<file path="config.mk">
export PLATFORM = sky130hd
export DESIGN_NAME = adcop_port
export DESIGN_NICKNAME = d
export VERILOG_FILES = /design/src/shared/adcop_pkg.sv /design/src/adcop_sync.sv /design/src/adcop_port.sv
export SDC_FILE = /design/constraint.sdc
export NUM_CORES = 1
export LEC_CHECK = 0
export ABC_CLOCK_PERIOD_IN_PS = 5200
export BUFFER_PORTS_ARGS = -buffer_cell sky130_fd_sc_hd__buf_2
export CAP_MARGIN = 15
export CELL_PAD_IN_SITES_DETAIL_PLACEMENT = 2
export CELL_PAD_IN_SITES_GLOBAL_PLACEMENT = 2
export CORE_UTILIZATION = 39
export CTS_CLUSTER_SIZE = 30
export DETAILED_ROUTE_END_ITERATION = 6
export PLACE_DENSITY_LB_ADDON = 0.1
export SLEW_MARGIN = 20
export SYNTH_ARGS = -nofsm -noshare
export SYNTH_HDL_FRONTEND = slang
export SYNTH_SLANG_ARGS = --single-unit
export TNS_END_PERCENT = 5
</file>
<file path="constraint.sdc">
create_clock -name clock -period 5.2 [get_ports clock]
set_clock_uncertainty 0.2 [all_clocks]
set_input_delay 0.26 -clock clock [delete_from_list [all_inputs] [get_ports clock]]
set_output_delay 0.26 -clock clock [all_outputs]
set_load 0.05 [all_outputs]
</file>
<file path="src/shared/adcop_pkg.sv">
package adcop_pkg;

    ////////////////////////////////////////////////////////////////////////
    // Widths and clock
    localparam int RES_W     = 16;
    localparam int BUS_W     = 16;
    localparam int CLK_NS    = 100;

    // Pin positions on the shared data bus when the serial port is chosen
    localparam int PIN_DIV_LO    = 2;
    localparam int PIN_DIV_HI    = 3;
    localparam int PIN_CLK_SRC   = 4;
    localparam int PIN_FRAME_POL = 5;
    localparam int PIN_CLK_INV   = 6;
    localparam int PIN_READ_MODE = 7;
    localparam int PIN_SERIAL_DATA_OUT     = 8;

    ////////////////////////////////////////////////////////////////////////
    // Timing
    // A serial clock needs at least two system cycles per period
    function automatic int min_cycles(input int ns);
        int c;
        c = (ns + CLK_NS - 1) / CLK_NS;
        return (c < 2) ? 2 : c;
    endfunction : min_cycles

    localparam int DIV_NS_00  = 25;
    localparam int DIV_NS_01  = 50;
    localparam int DIV_NS_10  = 100;
    localparam int DIV_NS_11  = 200;
    localparam int DIV_CYC_00 = min_cycles(DIV_NS_00);
    localparam int DIV_CYC_01 = min_cycles(DIV_NS_01);
    localparam int DIV_CYC_10 = min_cycles(DIV_NS_10);
    localparam int DIV_CYC_11 = min_cycles(DIV_NS_11);

    // Longest idle time between starts in the fastest mode
    localparam int FAST_MAX_GAP_NS  = 1000000;
    localparam int FAST_MAX_GAP_CYC = FAST_MAX_GAP_NS / CLK_NS;

    ////////////////////////////////////////////////////////////////////////
    // Reset values and encodings
    localparam logic [RES_W-1:0] WORD_RST = 16'h0000;

    typedef enum logic [1:0] {
        CM_NORMAL = 2'h0,
        CM_FAST   = 2'h1,
        CM_LOWPOW = 2'h2
    } adcop_mode_t;

    typedef enum logic [1:0] {
        TX_IDLE = 2'h0,
        TX_LOW  = 2'h1,
        TX_HIGH = 2'h3,
        TX_GAP  = 2'h2
    } adcop_tx_t;

endpackage : adcop_pkg

</file>
<file path="src/adcop_sync.sv">
`timescale 1ns/1ps

module adcop_sync
    import adcop_pkg::*;
#(
    parameter int W = 1
) (
    // Clock and reset
    input  wire logic         clock,
    input  wire logic         rst_n,
    input  wire logic         clk_en,
    // Levels from outside the clock domain
    input  wire logic [W-1:0] async_in,
    // Levels safe to use
    output logic      [W-1:0] sync_out
);

    typedef struct packed {
        logic [W-1:0] stage1;
        logic [W-1:0] stage2;
    } adcop_sync_st_t;

    adcop_sync_st_t st_r;
    adcop_sync_st_t st_nxt;

    if (W < 1) begin : g_chk
        $error("adcop_sync: width must be at least one");
    end

    ////////////////////////////////////////////////////////////////////////
    // The first stage feeds only the second
    always_comb begin
        st_nxt        = st_r;
        st_nxt.stage1 = async_in;
        st_nxt.stage2 = st_r.stage1;
    end

    always_ff @(posedge clock or negedge rst_n) begin
        if (!rst_n) begin
            st_r <= '0;
        end else if (clk_en) begin
            st_r <= st_nxt;
        end
    end

    assign sync_out = st_r.stage2;

endmodule : adcop_sync

</file>
<file path="src/adcop_port.sv">
`timescale 1ns/1ps
// Contract
// RULE_01: Byte order pin swaps result bytes.
// RULE_02: Code format low inverts result MSB.
// RULE_03: Fast high, low-power low: fastest mode.
// RULE_04: Host keeps minimum start rate in fastest.
// RULE_05: Fast low keeps accuracy at any rate.
// RULE_06: Low-power high, fast low: reduced power.
// RULE_07: Port type selects parallel or serial.
// RULE_08: Serial mode floats data lines 0-1.
// RULE_09: Parallel mode drives bits 2-6 normally.
// RULE_10: Master read-after-convert: bits 2-3 divide clock.
// RULE_11: Other serial modes float divider pins.
// RULE_12: Master drives internal serial clock out.
// RULE_13: Slave shifts on host clock, chip-select gated.
// RULE_14: Frame polarity pin sets frame active level.
// RULE_15: Clock invert pin inverts serial clock.
// RULE_16: Divider codes give 25/50/100/200 ns periods; with the 100 ns clock the code gives 200 ns for all four codes.
// RULE_17: Read mode: during or after conversion.
// RULE_18: Serial data shifts out MSB first.
// RULE_19: Slave updates on rising or falling edge.
// RULE_20: Both mode pins low: normal; both high unsupported.

module adcop_port
    import adcop_pkg::*;
#(
    parameter int MAX_GAP_CYC = FAST_MAX_GAP_CYC
) (
    // Clock and reset
    input  wire logic             clock,
    input  wire logic             rst_n,
    input  wire logic             clk_en,
    // Configuration pins
    input  wire logic             byte_order_select,
    input  wire logic             output_code_format,
    input  wire logic             fast_mode_select,
    input  wire logic             low_power_select,
    input  wire logic             port_type_select,
    input  wire logic             cs_n,
    // Shared data bus pin
    input  wire logic [BUS_W-1:0] d_in,
    output logic      [BUS_W-1:0] d_out,
    output logic      [BUS_W-1:0] d_oe,
    // Serial clock pin
    input  wire logic             sclk_in,
    output logic                  sclk_out,
    output logic                  sclk_oe,
    // Frame indicator pin
    output logic                  frame_out,
    output logic                  frame_oe,
    // Converter core, same clock
    input  wire logic             conv_start,
    input  wire logic [RES_W-1:0] result_data,
    input  wire logic             result_valid,
    // Status
    output adcop_mode_t           conv_mode,
    output logic                  mode_unsupported,
    output logic                  rate_too_slow
);

    localparam int GAP_W  = $clog2(MAX_GAP_CYC + 1);
    localparam int SYNC_W = 13;
    localparam int CNT_W  = 8;
    localparam int BIT_W  = 5;

    if (MAX_GAP_CYC < 2) begin : g_chk_gap
        $error("adcop_port: gap limit must be at least two cycles");
    end
    if (DIV_CYC_11 / 2 >= (1 << CNT_W)) begin : g_chk_div
        $error("adcop_port: divider count does not fit its counter");
    end

    typedef struct packed {
        logic [RES_W-1:0] word;
        adcop_mode_t      mode;
        logic             unsup;
        logic [GAP_W-1:0] gap;
        logic             slow;
        adcop_tx_t        tx;
        logic [RES_W-1:0] shreg;
        logic [BIT_W-1:0] bits;
        logic [CNT_W-1:0] cnt;
        logic             sclk;
        logic             frame;
        logic             sdata;
        logic             ext_d;
    } adcop_port_st_t;

    adcop_port_st_t st_r;
    adcop_port_st_t st_nxt;

    ////////////////////////////////////////////////////////////////////////
    // Pin synchronisers
    logic [SYNC_W-1:0] sync_raw;
    logic [SYNC_W-1:0] sync_lvl;

    assign sync_raw = {d_in[PIN_READ_MODE:PIN_DIV_LO], sclk_in, cs_n, port_type_select,
                       low_power_select, fast_mode_select, output_code_format,
                       byte_order_select};

    adcop_sync #(
        .W        (SYNC_W)
    ) u_sync (
        .clock    (clock),
        .rst_n    (rst_n),
        .clk_en   (clk_en),
        .async_in (sync_raw),
        .sync_out (sync_lvl)
    );

    logic       byte_swap;
    logic       straight_bin;
    logic       fast_sel;
    logic       lowpow_sel;
    logic       serial_sel;
    logic       cs_lo;
    logic       ext_clk;
    logic [1:0] div_code;
    logic       slave_sel;
    logic       frame_pol;
    logic       clk_inv;
    logic       read_during;

    assign byte_swap    = sync_lvl[0];
    assign straight_bin = sync_lvl[1];
    assign fast_sel     = sync_lvl[2];
    assign lowpow_sel   = sync_lvl[3];
    assign serial_sel   = sync_lvl[4];
    assign cs_lo        = ~sync_lvl[5];
    assign ext_clk      = sync_lvl[6];
    assign div_code     = sync_lvl[8:7];
    assign slave_sel    = sync_lvl[9];
    assign frame_pol    = sync_lvl[10];
    assign clk_inv      = sync_lvl[11];
    assign read_during  = sync_lvl[12];

    ////////////////////////////////////////////////////////////////////////
    // Serial timing selection
    logic             master;
    logic             rd_after;
    logic [CNT_W-1:0] half_cyc;

    assign master   = serial_sel & ~slave_sel;                          // [RULE_12]
    assign rd_after = master & ~read_during;                            // [RULE_10]

    always_comb begin
        half_cyc = CNT_W'(DIV_CYC_00 / 2);
        if (rd_after) begin                                             // [RULE_10]
            case (div_code)                                             // [RULE_16]
                2'h0:    half_cyc = CNT_W'(DIV_CYC_00 / 2);
                2'h1:    half_cyc = CNT_W'(DIV_CYC_01 / 2);
                2'h2:    half_cyc = CNT_W'(DIV_CYC_10 / 2);
                2'h3:    half_cyc = CNT_W'(DIV_CYC_11 / 2);
                default: half_cyc = CNT_W'(DIV_CYC_00 / 2);
            endcase
        end
    end

    ////////////////////////////////////////////////////////////////////////
    // Next state
    logic m_trigger;
    logic s_edge;
    logic gap_hit;

    // Read during convert sends the word still held from the last result
    assign m_trigger = master & (read_during ? conv_start : result_valid);  // [RULE_17]
    // Slave edge comes from the synchronised pin level, so the host clock
    // must be well below the system clock; fast host clocks are not caught
    assign s_edge    = clk_inv ? (~ext_clk & st_r.ext_d)                 // [RULE_19]
                               : (ext_clk & ~st_r.ext_d);
    // Hit marks the step onto the limit only; the counter then rests at the
    // limit, so a later start is free to clear the flag
    assign gap_hit   = (st_r.gap == GAP_W'(MAX_GAP_CYC - 1));

    always_comb begin
        st_nxt       = st_r;
        st_nxt.ext_d = ext_clk;

        if (result_valid) begin
            st_nxt.word = {result_data[RES_W-1] ^ ~straight_bin,        // [RULE_02]
                           result_data[RES_W-2:0]};
        end

        // Mode decode; both pins high falls back to normal and is flagged
        st_nxt.unsup = fast_sel & lowpow_sel;                           // [RULE_20]
        if (fast_sel && !lowpow_sel) begin
            st_nxt.mode = CM_FAST;                                      // [RULE_03]
        end else if (lowpow_sel && !fast_sel) begin
            st_nxt.mode = CM_LOWPOW;                                    // [RULE_06]
        end else begin
            st_nxt.mode = CM_NORMAL;                                    // [RULE_20]
        end

        // Watch the host start rate only in the fastest mode; a hit in the
        // same cycle as a start still raises the flag
        if (st_r.mode == CM_FAST) begin                                 // [RULE_04]
            st_nxt.slow = gap_hit | (st_r.slow & ~conv_start);
            if (conv_start) begin
                st_nxt.gap = '0;
            end else if (st_r.gap != GAP_W'(MAX_GAP_CYC)) begin
                st_nxt.gap = st_r.gap + GAP_W'(1);
            end
        end else begin
            st_nxt.slow = 1'b0;                                         // [RULE_05]
            st_nxt.gap  = '0;
        end

        if (!serial_sel) begin
            st_nxt.tx    = TX_IDLE;
            st_nxt.sclk  = 1'b0;
            st_nxt.frame = 1'b0;
        end else if (slave_sel) begin
            st_nxt.tx    = TX_IDLE;
            st_nxt.sclk  = 1'b0;
            st_nxt.frame = 1'b0;
            if (result_valid) begin
                st_nxt.shreg = st_nxt.word;
                st_nxt.sdata = st_nxt.word[RES_W-1];                    // [RULE_18]
            end else if (cs_lo && s_edge) begin                         // [RULE_13]
                st_nxt.sdata = st_r.shreg[RES_W-2];
                st_nxt.shreg = {st_r.shreg[RES_W-2:0], read_during};
            end
        end else begin
            case (st_r.tx)
                TX_IDLE: begin
                    st_nxt.sclk  = 1'b0;
                    st_nxt.frame = 1'b0;
                    if (m_trigger) begin
                        st_nxt.shreg = result_valid ? st_nxt.word : st_r.word;
                        st_nxt.sdata = st_nxt.shreg[RES_W-1];           // [RULE_18]
                        st_nxt.bits  = BIT_W'(RES_W);
                        st_nxt.cnt   = half_cyc;
                        st_nxt.frame = 1'b1;
                        st_nxt.tx    = TX_LOW;
                    end
                end
                TX_LOW: begin
                    if (st_r.cnt <= CNT_W'(1)) begin
                        st_nxt.sclk = 1'b1;
                        st_nxt.cnt  = half_cyc;
                        st_nxt.tx   = TX_HIGH;
                    end else begin
                        st_nxt.cnt = st_r.cnt - CNT_W'(1);
                    end
                end
                TX_HIGH: begin
                    if (st_r.cnt <= CNT_W'(1)) begin
                        st_nxt.sclk = 1'b0;
                        st_nxt.cnt  = half_cyc;
                        st_nxt.bits = st_r.bits - BIT_W'(1);
                        if (st_r.bits == BIT_W'(1)) begin
                            st_nxt.frame = 1'b0;
                            st_nxt.tx    = TX_GAP;
                        end else begin
                            st_nxt.sdata = st_r.shreg[RES_W-2];         // [RULE_18]
                            st_nxt.shreg = {st_r.shreg[RES_W-2:0], 1'b0};
                            st_nxt.tx    = TX_LOW;
                        end
                    end else begin
                        st_nxt.cnt = st_r.cnt - CNT_W'(1);
                    end
                end
                TX_GAP: begin
                    st_nxt.tx = TX_IDLE;
                end
                default: begin
                    st_nxt.tx = TX_IDLE;
                end
            endcase
        end
    end

    always_ff @(posedge clock or negedge rst_n) begin
        if (!rst_n) begin
            st_r       <= '0;
            st_r.word  <= WORD_RST;
            st_r.mode  <= CM_NORMAL;
            st_r.tx    <= TX_IDLE;
        end else if (clk_en) begin
            st_r <= st_nxt;
        end
    end

    ////////////////////////////////////////////////////////////////////////
    // Pin drive
    // Every driven pin floats while chip select is high, except during reset, when the cleared synchroniser reads it as low
    always_comb begin
        d_out = '0;
        d_oe  = '0;
        if (!serial_sel) begin                                          // [RULE_07]
            d_out = byte_swap ? {st_r.word[7:0], st_r.word[15:8]}       // [RULE_01]
                              : st_r.word;
            d_oe  = {BUS_W{cs_lo}};                                     // [RULE_09]
        end else begin
            // Bits 0-1 and the divider pins stay off in all serial modes
            d_out[PIN_SERIAL_DATA_OUT] = st_r.sdata;                              // [RULE_08] [RULE_11]
            d_oe[PIN_SERIAL_DATA_OUT]  = cs_lo;
        end
    end

    assign sclk_out  = st_r.sclk ^ clk_inv;                             // [RULE_15]
    assign sclk_oe   = master & cs_lo;                                  // [RULE_12]
    assign frame_out = st_r.frame ^ frame_pol;                          // [RULE_14]
    assign frame_oe  = master & cs_lo;

    assign conv_mode        = st_r.mode;
    assign mode_unsupported = st_r.unsup;
    assign rate_too_slow    = st_r.slow;

endmodule : adcop_port

</file>
==> run summary <==
Total Die Area: 13900 sq um
# clock sinks: 90
Placed insts: 698
Most common flop cell mapped by yosys: dfrtp_1
Number of warnings issued by yosys: 0
Initial DRT Pass Iterations: 4
Pin count of the biggest net entering global routing: 53
Number of hold buffers added after CTS: 25
Clock input transition at the sequential cells of the worst setup and hold paths: 60 ps
Area growth from synthesis to final layout: 17.4%
Filler-free cell count of the finished design: 738
Initial Util: 0.408
Category of the worst setup path capture point: flip-flop
Number of enable-type register cells in the synthesized netlist: 0
Post-CTS Setup Bufs: 0
Vias per cell: 5.69
Diodes inserted: 0
Delay of the slowest cell on the worst path: 940 ps
Worst slack on hold paths: 25.5 ps
Worst path cell trace: inv_1, a221o_1, nor3_4, mux2_1
Setup crit start kind: flip-flop
Final Net Count: 617
Hold Path Stages: 2
Post-synthesis cell type count: 61
Buffer type at the clock tree root: clkbuf_16
Height of the die: 118 um
Critical Path RT: 5230 ps
Via count of the routed design: 4201
Total DRC errors in the routed layout: 0
Maximum root-to-sink buffer count: 2
WL/cell: 19.8 um
Crit Path Max Fanout: 25
Hold path startpoint: result_data[14]
Cell types with the largest area share after synthesis: dfrtp_1, mux2_2, a22oi_1
Count of endpoints failing hold in the final timing report: 0
Max Slew Vio Count: 0
Post-synth top area share: 0.431
Overflow left after global routing: 0
Post-route total power: 2.56 mW
Cell type with the largest total area after synthesis: dfrtp_1
Crit path kind: flip-flop to flip-flop
Mean post-synth cell area: 10.5 sq um
Wire length of the first global-routing pass: 24600 um
ANT nets after route: 0
Unrepaired setup endpoints after global routing: false
Logic depth of the worst path, buffers included: 4
Finish-stage setup viols: 0
Total negative setup slack: 0 ps
Clock buffer count from CTS: 9
Net count of the mapped netlist: 553
Floorplan die width: 118 um
Power per cell area: 417 nW/um^2
Peak VDD IR: 0.204 mV
GRT Resource Usage Total: 0.225
Most numerous cell in the Yosys netlist: dfrtp_1
Top cells by instance count after synthesis: dfrtp_1, mux2_2, nor2_1
Cts repair resizes: 0
Source-to-sink clock delay at the later pin of the worst-skew pair: 350 ps
Share of the clock period used by the worst path: 0.606
Core outline area: 12800 sq um
Slew at the pin closest to its max-slew limit: 1090 ps
Run status: complete, no violations
Beginning of the critical path: u_sync.sync_out[9]
Startpoint of the worst register-to-register path: u_sync.sync_out[9]
Cell count after synthesis: 498
Total detailed-routing wirelength: 14600 um
Number of global-route vias before repair: 4722
Drt first-iter violations: 154
Count of port buffers added during placement: 71
Boundary Pins: 84
Netlist Area Pre-Place: 5230 sq um
Number of max-cap violations: 0
Hold Crit Class: input port to flip-flop
Register bit total from synthesis: 90
Async SR Flop Fraction: 1.00
TritonCTS clock tree: built
Cell family contributing the most delay on the critical path: flip-flops
Initial antenna violation count: 0
Global placement routability congestion: 0.778
Deepest level of the CTS H-tree: 3
Worst slew margin relative to its limit: 0.270
Critical path buffers and inverters: 1
CP arrival: 3180 ps
Post-route minimum period: 3150 ps
Leakage power: 2.70 nW
Site row count: 41
Slowest stage cell, crit path: dfrtp_1
Sequential-to-total area share from yosys stat: 0.431
Worst r2r path cells: 4
Max Freq: 0.317 GHz
Layout cells sized above 1: 0.274
Sum of net half-perimeters after detailed placement: 9770 um
[area by class of cell]
class	instances	area, sq um
clock buffers	13	260
multi-input cells	345	2660
repair buffers	98	623
fillers	1347	6690
well taps	172	215
clock inverters	2	60.1
flip-flops and latches	90	2250
inverters	18	67.6
[power by group]
| group | total, mW | leakage (nW) | switching [mW] | internal, mW |
|---|---|---|---|---|
| clock network | 0.716 | 0.156 | 0.271 | 0.445 |
| registers | 0.986 | 1.13 | 0.154 | 0.832 |
| logic | 0.855 | 1.42 | 0.521 | 0.334 |
[metrics by stage]
step / utilization / worst slack, ps / instance area [sq um]
3_5_place_dp: 0.434 / 2050 / 5570
3_3_place_gp: 0.434 / 2150 / 5560
6_report: 0.479 / 2050 / 6140
5_1_grt: 0.479 / 1930 / 6140
4_1_cts: 0.479 / 2060 / 6140
2_1_floorplan: - / 2660 / 5230
[worst register-to-register path, cell delays in order, from the launching register on]
cell	delay, ps
dfrtp_1	940
inv_1	240
a221o_1	450
nor3_4	810
mux2_1	400
[cells by family after synthesis]
| logic type | synth area share |
|---|---|
| multiplexers | 0.182 |
| buffers and inverters | 0.0608 |
| XOR/XNOR | 0.0201 |
| adder cells (fa/ha/maj) | 0.0263 |
| flip-flops | 0.431 |
| AND/OR/NAND/NOR | 0.131 |
| AO/OA/AOI/OAI | 0.149 |
[cells in the final DEF (no fill, tap or decap), drive strengths merged, types with 5 or more instances in the layout]
cell type,count
xor2,11
buf,73
dfrtp,90
nand2,25
clkbuf,13
a31oi,6
ha,11
a22oi,28
nand3,6
dlygate4sd3,25
nor2b,5
o21ai,35
a21oi,6
nand4,11
inv,18
nor2,39
mux2i,18
mux2,65
nor4,6
o31ai,5
[registers in the layout, indices dropped and copies added, names as in the netlist]
name / count
mode_unsupported: 1
st_r: 64
u_sync.sync_out: 11
conv_mode: 2
rate_too_slow: 1
u_sync.st_nxt: 11
[worst paths after layout]
| kind | to | slack [ps] |
|---|---|---|
| min reg2reg | u_sync.sync_out[5] | 290 |
| max reg2reg | st_r[29] | 2050 |
| min | st_r[67] | 30 |
| max | st_r[29] | 2050 |
| min in group asynchronous | st_r[9] | 220 |
| max in group asynchronous | st_r[37] | 3490 |
[layer usage]
metal	up-vias	track usage	wire [um]
met2	80	0.394	7440
met4	0	0.0929	313
li1	1927	-	-
met1	2168	0.275	6490
met5	-	0	0
met3	26	0.0344	365
(Power assumes the default switching activity.)
